--- src/design/scpp_map.vh ---
// constants of the chain serial port pin block
`ifndef SCPP_MAP_VH
`define SCPP_MAP_VH
`define SCPP_MCLK_HZ 40000000
`define SCPP_WDOG_MIN_MS 1000
`define SCPP_WDOG_MAX_MS 2500
`define SCPP_CMD_BITS 4'h8
`define SCPP_DATA_BITS 5'h10
`define SCPP_CMD_WRITE_CFG 8'h01
`define SCPP_CMD_READ_CFG 8'h02
`define SCPP_CFG_W 14
`define SCPP_CFG_DEFAULT 14'h3000
`define SCPP_CFG_DIS_LSB 0
`define SCPP_CFG_DIS_MSB 11
`define SCPP_CFG_AUX1_BIT 12
`define SCPP_CFG_AUX2_BIT 13
`define SCPP_SYNC_RESET 9'h1FF
`endif

--- src/design/scpp_top.v ---
// chain serial port pins: pass-through, straps, watchdog, aux pins
`timescale 1ns/100ps
`include "scpp_map.vh"

module scpp_top #(
  parameter [31:0] WDOG_CYCLES = `SCPP_WDOG_MIN_MS * (`SCPP_MCLK_HZ / 1000)
) (
  input wire I_MCLK,
  input wire I_RST_N,
  input wire I_SIGNALLING_STYLE_STRAP,
  input wire I_TOP_OF_CHAIN_STRAP,
  input wire I_SERIAL_CLOCK_IN,
  input wire I_CHIP_SELECT_IN_N,
  input wire I_SERIAL_DATA_IN,
  input wire I_CHAIN_DATA_IO,
  input wire I_AUX_PIN_ONE,
  input wire I_AUX_PIN_TWO,
  input wire I_RX_READY,
  output reg O_CHAIN_SELECT_OUT_N,
  output reg O_CHAIN_SELECT_OUT_OE,
  output reg O_CHAIN_CLOCK_OUT,
  output reg O_CHAIN_CLOCK_OUT_OE,
  output reg O_CHAIN_DATA_IO,
  output reg O_CHAIN_DATA_IO_OE,
  output reg O_SERIAL_DATA_OUT,
  output reg O_SERIAL_DATA_OUT_OE,
  output reg O_SERIAL_DATA_IN,
  output reg O_SERIAL_DATA_IN_OE,
  output reg O_WATCHDOG_ALARM_N,
  output reg O_WATCHDOG_ALARM_N_OE,
  output reg O_AUX_PIN_ONE,
  output reg O_AUX_PIN_ONE_OE,
  output reg O_AUX_PIN_TWO,
  output reg O_AUX_PIN_TWO_OE,
  output reg [11:0] O_DISCHARGE_EN,
  output reg [7:0] O_RX_BYTE,
  output reg O_RX_VALID,
  output reg O_RX_SPACE,
  output reg O_RX_OVERRUN
);

  localparam [2:0] ST_IDLE = 3'h0;
  localparam [2:0] ST_CMD = 3'h1;
  localparam [2:0] ST_WDATA = 3'h2;
  localparam [2:0] ST_RDATA = 3'h3;
  localparam [2:0] ST_SKIP = 3'h4;

  reg rst_s1_ff;
  reg rst_n_ff;
  reg [8:0] pin_s1_ff;
  reg [8:0] pin_s2_ff;
  reg sck_prev_ff;
  reg cs_prev_ff;
  reg [2:0] state_ff;
  reg [2:0] nxt_state;
  reg [4:0] bit_cnt_ff;
  reg [4:0] nxt_bit_cnt;
  reg [15:0] shin_ff;
  reg [15:0] shout_ff;
  reg [15:0] nxt_shout;
  reg [`SCPP_CFG_W-1:0] cfg_ff;
  reg [`SCPP_CFG_W-1:0] nxt_cfg;
  reg kick;
  reg byte_done;
  reg [7:0] byte_val;
  reg [31:0] wdog_cnt_ff;
  reg alarm_ff;
  reg head_v_ff;
  reg tail_v_ff;
  reg [7:0] head_ff;
  reg [7:0] tail_ff;
  reg nh_v;
  reg nt_v;
  reg [7:0] nh;
  reg [7:0] nt;
  reg rd_bit;

  wire [8:0] pin_raw = {I_AUX_PIN_TWO, I_AUX_PIN_ONE, I_CHAIN_DATA_IO, I_SERIAL_DATA_IN, I_CHIP_SELECT_IN_N,
                        I_SERIAL_CLOCK_IN, I_TOP_OF_CHAIN_STRAP, I_SIGNALLING_STYLE_STRAP, 1'b1};
  wire volt_mode = pin_s2_ff[1];
  wire top_chain = pin_s2_ff[2];
  wire sck = pin_s2_ff[3];
  wire cs_n = pin_s2_ff[4];
  wire serial_data_in = pin_s2_ff[5];
  wire chain_in = pin_s2_ff[6];
  wire aux1_lvl = pin_s2_ff[7];
  wire aux2_lvl = pin_s2_ff[8];
  wire sck_rise = sck & ~sck_prev_ff;
  wire sck_fall = ~sck & sck_prev_ff;
  wire cs_fall = ~cs_n & cs_prev_ff;
  wire [15:0] shin_nxt = {shin_ff[14:0], serial_data_in};
  wire wdog_expire = ~alarm_ff & (wdog_cnt_ff == WDOG_CYCLES - 32'h0000_0001);
  wire push_ok = byte_done & O_RX_SPACE;
  wire pop = head_v_ff & I_RX_READY;

  always @(posedge I_MCLK or negedge I_RST_N) begin
    if (!I_RST_N) begin
      rst_s1_ff <= 1'b0;
      rst_n_ff <= 1'b0;
    end else begin
      rst_s1_ff <= 1'b1;
      rst_n_ff <= rst_s1_ff;
    end
  end

  // every pin but I_RX_READY passes two flip-flops
  always @(posedge I_MCLK or negedge rst_n_ff) begin
    if (!rst_n_ff) begin
      pin_s1_ff <= `SCPP_SYNC_RESET;
      pin_s2_ff <= `SCPP_SYNC_RESET;
      sck_prev_ff <= 1'b1;
      cs_prev_ff <= 1'b1;
    end else begin
      pin_s1_ff <= pin_raw;
      pin_s2_ff <= pin_s1_ff;
      sck_prev_ff <= sck;
      cs_prev_ff <= cs_n;
    end
  end

  // frame decoder
  always @* begin
    nxt_state = state_ff;
    nxt_bit_cnt = bit_cnt_ff;
    nxt_shout = shout_ff;
    nxt_cfg = cfg_ff;
    kick = 1'b0;
    byte_done = 1'b0;
    byte_val = shin_nxt[7:0];
    if (cs_n) begin
      nxt_state = ST_IDLE;
    end else if (cs_fall) begin
      nxt_state = ST_CMD;
      nxt_bit_cnt = 5'h00;
    end else if (sck_rise) begin
      nxt_bit_cnt = bit_cnt_ff + 5'h01;
      case (state_ff)
        ST_CMD: begin
          if (nxt_bit_cnt[3:0] == `SCPP_CMD_BITS) begin
            byte_done = 1'b1;
            nxt_bit_cnt = 5'h00;
            if (shin_nxt[7:0] == `SCPP_CMD_WRITE_CFG) begin
              kick = 1'b1;
              nxt_state = ST_WDATA;
            end else if (shin_nxt[7:0] == `SCPP_CMD_READ_CFG) begin
              kick = 1'b1;
              nxt_state = ST_RDATA;
              nxt_shout = {2'b00, aux2_lvl, aux1_lvl, cfg_ff[11:0]};
            end else begin
              nxt_state = ST_SKIP;
            end
          end
        end
        ST_WDATA: begin
          if (nxt_bit_cnt[2:0] == 3'h0) begin
            byte_done = 1'b1;
          end
          if (nxt_bit_cnt == `SCPP_DATA_BITS) begin
            nxt_cfg = shin_nxt[`SCPP_CFG_W-1:0];
            nxt_state = ST_SKIP;
          end
        end
        // counts read bits so the relay from above starts after the own word
        ST_RDATA: begin
          if (bit_cnt_ff == 5'h1F) begin
            nxt_bit_cnt = bit_cnt_ff;
          end
        end
        default: begin
          nxt_bit_cnt = bit_cnt_ff;
        end
      endcase
    end else if (sck_fall && state_ff == ST_RDATA && bit_cnt_ff != 5'h00) begin
      // first bit stands over the fall that ends the command byte
      nxt_shout = {shout_ff[14:0], 1'b1};
    end
    if (wdog_expire) begin
      nxt_cfg = `SCPP_CFG_DEFAULT;
    end
  end

  always @(posedge I_MCLK or negedge rst_n_ff) begin
    if (!rst_n_ff) begin
      state_ff <= ST_IDLE;
      bit_cnt_ff <= 5'h00;
      shin_ff <= 16'hFFFF;
      shout_ff <= 16'hFFFF;
      cfg_ff <= `SCPP_CFG_DEFAULT;
    end else begin
      state_ff <= nxt_state;
      bit_cnt_ff <= nxt_bit_cnt;
      if (sck_rise) begin
        shin_ff <= shin_nxt;
      end
      shout_ff <= nxt_shout;
      cfg_ff <= nxt_cfg;
    end
  end

  always @(posedge I_MCLK or negedge rst_n_ff) begin
    if (!rst_n_ff) begin
      wdog_cnt_ff <= 32'h0000_0000;
      alarm_ff <= 1'b0;
    end else if (kick) begin
      wdog_cnt_ff <= 32'h0000_0000;
      alarm_ff <= 1'b0;
    end else if (wdog_expire) begin
      alarm_ff <= 1'b1;
    end else if (!alarm_ff) begin
      wdog_cnt_ff <= wdog_cnt_ff + 32'h0000_0001;
    end
  end

  // two-entry receive buffer
  always @* begin
    nh_v = head_v_ff;
    nh = head_ff;
    nt_v = tail_v_ff;
    nt = tail_ff;
    if (pop) begin
      nh_v = tail_v_ff;
      nh = tail_ff;
      nt_v = 1'b0;
    end
    if (push_ok) begin
      if (!nh_v) begin
        nh_v = 1'b1;
        nh = byte_val;
      end else begin
        nt_v = 1'b1;
        nt = byte_val;
      end
    end
  end

  always @(posedge I_MCLK or negedge rst_n_ff) begin
    if (!rst_n_ff) begin
      head_v_ff <= 1'b0;
      tail_v_ff <= 1'b0;
      head_ff <= 8'h00;
      tail_ff <= 8'h00;
      O_RX_BYTE <= 8'h00;
      O_RX_VALID <= 1'b0;
      O_RX_SPACE <= 1'b1;
      O_RX_OVERRUN <= 1'b0;
    end else begin
      head_v_ff <= nh_v;
      tail_v_ff <= nt_v;
      head_ff <= nh;
      tail_ff <= nt;
      O_RX_BYTE <= nh;
      O_RX_VALID <= nh_v;
      O_RX_SPACE <= ~nt_v;
      O_RX_OVERRUN <= byte_done & ~O_RX_SPACE;
    end
  end

  // read bit: own word first, then what comes down the chain
  always @* begin
    rd_bit = shout_ff[15];
    if (bit_cnt_ff >= `SCPP_DATA_BITS) begin
      rd_bit = top_chain ? 1'b1 : chain_in;
    end
  end

  always @(posedge I_MCLK or negedge rst_n_ff) begin
    if (!rst_n_ff) begin
      O_CHAIN_SELECT_OUT_N <= 1'b1;
      O_CHAIN_SELECT_OUT_OE <= 1'b0;
      O_CHAIN_CLOCK_OUT <= 1'b1;
      O_CHAIN_CLOCK_OUT_OE <= 1'b0;
      O_CHAIN_DATA_IO <= 1'b1;
      O_CHAIN_DATA_IO_OE <= 1'b0;
      O_SERIAL_DATA_OUT <= 1'b0;
      O_SERIAL_DATA_OUT_OE <= 1'b0;
      O_SERIAL_DATA_IN <= 1'b1;
      O_SERIAL_DATA_IN_OE <= 1'b0;
      O_WATCHDOG_ALARM_N <= 1'b0;
      O_WATCHDOG_ALARM_N_OE <= 1'b0;
      O_AUX_PIN_ONE <= 1'b0;
      O_AUX_PIN_ONE_OE <= 1'b0;
      O_AUX_PIN_TWO <= 1'b0;
      O_AUX_PIN_TWO_OE <= 1'b0;
      O_DISCHARGE_EN <= 12'h000;
    end else begin
      O_CHAIN_SELECT_OUT_N <= cs_n;
      O_CHAIN_SELECT_OUT_OE <= ~top_chain;
      O_CHAIN_CLOCK_OUT <= sck;
      O_CHAIN_CLOCK_OUT_OE <= ~top_chain;
      O_CHAIN_DATA_IO <= serial_data_in;
      O_CHAIN_DATA_IO_OE <= ~top_chain & ~cs_n & (state_ff != ST_RDATA);
      O_SERIAL_DATA_OUT <= 1'b0;
      O_SERIAL_DATA_OUT_OE <= volt_mode & (state_ff == ST_RDATA) & ~rd_bit;
      // current mode reads back on data in
      O_SERIAL_DATA_IN <= rd_bit;
      O_SERIAL_DATA_IN_OE <= ~volt_mode & (state_ff == ST_RDATA);
      O_WATCHDOG_ALARM_N <= 1'b0;
      O_WATCHDOG_ALARM_N_OE <= alarm_ff | wdog_expire;
      O_AUX_PIN_ONE <= 1'b0;
      O_AUX_PIN_ONE_OE <= ~nxt_cfg[`SCPP_CFG_AUX1_BIT];
      O_AUX_PIN_TWO <= 1'b0;
      O_AUX_PIN_TWO_OE <= ~nxt_cfg[`SCPP_CFG_AUX2_BIT];
      O_DISCHARGE_EN <= nxt_cfg[`SCPP_CFG_DIS_MSB:`SCPP_CFG_DIS_LSB];
    end
  end

endmodule // scpp_top

--- config.mk ---
export PLATFORM = sky130hd
export DESIGN_NAME = scpp_top
export DESIGN_NICKNAME = d
export VERILOG_FILES = /design/src/design/scpp_top.v
export VERILOG_INCLUDE_DIRS = /design/src /design/src/design
export SDC_FILE = /design/constraint.sdc
export NUM_CORES = 1
export LEC_CHECK = 0
export ABC_AREA = 1
export ABC_CLOCK_PERIOD_IN_PS = 8700
export BUFFER_PORTS_ARGS = -buffer_cell sky130_fd_sc_hd__buf_4
export CAP_MARGIN = 40
export CORE_ASPECT_RATIO = 0.7
export CORE_MARGIN = 2
export CORE_UTILIZATION = 41
export DETAILED_ROUTE_END_ITERATION = 10
export HOLD_SLACK_MARGIN = 0.12
export PLACE_DENSITY = 0.61
export SLEW_MARGIN = 25
export SYNTH_ARGS = -nofsm -noshare
export SYNTH_HDL_FRONTEND = slang
export SYNTH_SLANG_ARGS = --single-unit
--- constraint.sdc ---
create_clock -name I_MCLK -period 8.7 [get_ports I_MCLK]
set_clock_uncertainty 0.2 [all_clocks]
set_input_delay 1.305 -clock I_MCLK [delete_from_list [all_inputs] [get_ports I_MCLK]]
set_output_delay 1.305 -clock I_MCLK [all_outputs]
set_load 0.005 [all_outputs]
==> impl_metrics.json <==
{
  "status": "finished clean",
  "p_comb_share_pct": 4.3,
  "power.density_mw_per_mm2": 187,
  "n_antenna_cell": 0,
  "crit_type": "register to output pin",
  "holdCritPathClass": "register to async pin",
  "grt_use_met2_pct": 22.2,
  "gr-usage-all-layers_pct": 17.7,
  "rows": 39,
  "h-tree-depth": 4,
  "cts_resized": 0,
  "cp_slowest_cell": "dfstp_2",
  "drive_gt1_share_pct": 21.1,
  "post_drt_wl_per_cell_um": 13.2,
  "ys_types": 41,
  "clk_latency_ns": 0.43,
  "start_kind": "register",
  "crit_start": "O_RX_SPACE$_DFF_PN1_",
  "syn_inst": 835,
  "cp_num_buf_inv": 1,
  "antenna_found_initial": 0,
  "ys_seq_area_share_pct": 50.3,
  "yosysTopAreaCell": "dfrtp_1",
  "drt_iter0_markers": 370,
  "total_power_mw": 1.46,
  "leakage_nw": 3.58,
  "die-width_um": 157,
  "pwr-share-seq_pct": 45.7,
  "cp_max_fo": 5,
  "grt_pass1_vias": 4741,
  "dp_hpwl_um": 10200,
  "switching_share_pct": 24.6,
  "worst_ep_required_time_ns": 7.19,
  "drc_errors": 0,
  "cts_tree": "done",
  "vias": 5177,
  "dr.pass1.iters": 5,
  "max_stage_delay_ns": 0.63,
  "io_buffers": 45,
  "yosys_warnings": 0,
  "post-route-min-period_ns": 2.69,
  "cts_setup_buffers": 0,
  "die_h_um": 111,
  "grt_pass1_wl_um": 24600,
  "grt_max_degree": 57,
  "async_flop_share_pct": 100,
  "cts_root_buf": "clkbuf_16",
  "numCtsBuffers": 17,
  "cts.path.max_buffers": 2,
  "hold_violations": 0,
  "place_area_sq_mm": 0.00717,
  "r2r_start": "wdog_cnt_ff[0]$_DFFE_PN0P_",
  "ys_ff_latch": 133,
  "final_net_count": 886,
  "utilization_pct": 48.0,
  "worst_pin_slew_ns": 0.679,
  "rsz0062_at_grt": "no",
  "cts_sinks": 133,
  "grtUsageMet3_pct": 4.05,
  "synth_top_area_share_pct": 30.0,
  "yosys-top-cells-area": "dfrtp_1 (30%), dfstp_2 (20%), nand2_1 (14%), inv_1 (5.8%), nor2_1 (4.9%)",
  "final_antenna_net_count": 0,
  "start_util_pct": 41.7,
  "final_area_sq_mm": 0.00778,
  "p_int_mw": 1.10,
  "clock.fmax_mhz": 371,
  "cap_viol_max_count": 0,
  "timing.slew.headroom_pct": 54.6,
  "report.final.slew_viol_count": 0,
  "io_pins": 50,
  "postCtsHoldBufs": 0,
  "crit_chain": "buf_4",
  "synth_most_common_cell": "nand2_1",
  "core_area_sq_mm": 0.0162,
  "synth_edf_count": 0,
  "n_fill_cell": 1609,
  "clk_pin_slew_ns": 0.07,
  "endpoint_kind": "output pin",
  "period_share_pct": 31.0,
  "grt_util_met1_pct": 29.7,
  "cp.arrival_ns": 1.19,
  "finalSetupTns_ns": 0,
  "ys_top_cells_by_count": "nand2_1 (244), inv_1 (105), nor2_1 (89)",
  "overflow": 0,
  "synth.cell_area_sq_mm": 0.00675,
  "switching_power_mw": 0.358,
  "critPathTopFamily": "flip-flops",
  "top_usage_layer": "met1",
  "ys.flop_type": "dfrtp_1",
  "finalSetupViolations": 0,
  "p_clk_share_pct": 50.0,
  "syn_to_final_growth_pct": 15.3,
  "dieArea_sq_mm": 0.0175,
  "ir_worst_vdd_mv": 0.122,
  "gp_congestion": 0.873,
  "syn_area_per_cell_sq_um": 8.08,
  "totalWireLength_um": 14600,
  "vias_per_cell": 4.67
}
==> kinds of logic (layout without fill, tap and decap cells) <==
logic type	Yosys count	in the layout	share of synthesized area, %
AND/OR/NAND/NOR	432	432	28.3
buffers and inverters	149	194	10.3
flip-flops	133	133	50.3
AO/OA/AOI/OAI	103	103	8.43
multiplexers	8	8	1.33
adder cells (fa/ha/maj)	5	5	0.927
XOR/XNOR	3	3	0.389
other	2	5	0.111
==> stage by stage <==
step / instances / worst slack (ns) / hold WS [ns]
after floorplan: 838 / 4.61 / 0.131
after global placement: 1073 / 5.60 / 0.133
after detailed placement: 1075 / 5.93 / 0.122
after CTS: 1107 / 5.91 / 0.129
after global routing: 1108 / 5.97 / 0.151
final: 1108 / 6.01 / 0.101
==> worst paths after layout <==
kind                       cells after the start  slack, ns                             to
min                                            0       0.10         cfg_ff[11]$_DFFE_PN0P_
max                                            1       6.01                     O_RX_SPACE
min reg2reg                                    0       0.10         cfg_ff[11]$_DFFE_PN0P_
max reg2reg                                   11       6.30    wdog_cnt_ff[24]$_DFFE_PN0P_
min in group I_MCLK                            0       0.14         pin_s2_ff[5]$_DFF_PN1_
max in group asynchronous                      2       6.85  O_DISCHARGE_EN[1]$_DFFE_PN0P_
==> flip-flops by register name, summed over array words and instances (netlist names), 3 cells and up <==
name / flops
head_ff: 8
O_DISCHARGE_EN: 11
shin_ff: 13
wdog_cnt_ff: 32
bit_cnt_ff: 5
tail_ff: 8
cfg_ff: 3
state_ff: 3
shout_ff: 16
pin_s2_ff: 8
pin_s1_ff: 8
==> cells in the final DEF (no fill, tap or decap), types with 2 or more instances in the layout <==
cell | netlist | final
buf_4 | 18 | 46
inv_6 | 1 | 5
nor3b_1 | 2 | 2
nand4_1 | 14 | 14
nand3_1 | 42 | 42
inv_2 | 6 | 6
nor3_1 | 12 | 12
o22ai_1 | 2 | 2
nand3_4 | 2 | 2
inv_1 | 105 | 105
nand3b_1 | 2 | 2
dfstp_2 | 52 | 52
nand2_1 | 244 | 244
a21oi_1 | 11 | 11
clkinv_2 | 0 | 2
nand3_2 | 2 | 2
nor2_1 | 89 | 89
o21ai_2 | 10 | 10
o21ai_1 | 24 | 24
nor2_4 | 4 | 4
bufinv_16 | 0 | 2
conb_1 | 2 | 5
mux2_2 | 8 | 8
dfrtp_1 | 81 | 80
o21ai_0 | 54 | 54
inv_8 | 0 | 3
clkinvlp_4 | 0 | 2
nor2_2 | 5 | 5
xor2_1 | 2 | 2
nand2_2 | 5 | 5
clkinv_4 | 0 | 2
clkbuf_16 | 0 | 17
buf_12 | 0 | 2
nand2_4 | 4 | 4
ha_1 | 5 | 5
==> per-layer routing <==
layer | part of all wire (%) | up-vias | wire length [um]
met5 | 0 | - | 0
met4 | 0.96 | 0 | 140
met3 | 5.8 | 11 | 843
met2 | 39 | 126 | 5710
met1 | 54 | 2369 | 7900
li1 | - | 2671 | -
==> layout make-up <==
type,count,area (sq um),area share (%)
repair buffers,49,397,5.10
flip-flops and latches,133,3400,43.7
clock buffers,17,425,5.47
clock inverters,15,171,2.20
multi-input cells,556,2680,34.4
inverters,113,432,5.55
well taps,225,282,3.62
==> power by group through the flow <==
stage          clock (mW)  sequential, mW  combinational, mW
6_report            0.728           0.665             0.0629
5_1_grt             0.769           0.668             0.0726
4_1_cts             0.741           0.665             0.0637
3_5_place_dp            0           0.675             0.0627
3_3_place_gp            0           0.679             0.0565
2_1_floorplan           0           0.676             0.0367
No activity file was read; power rests on OpenSTA's default activity.
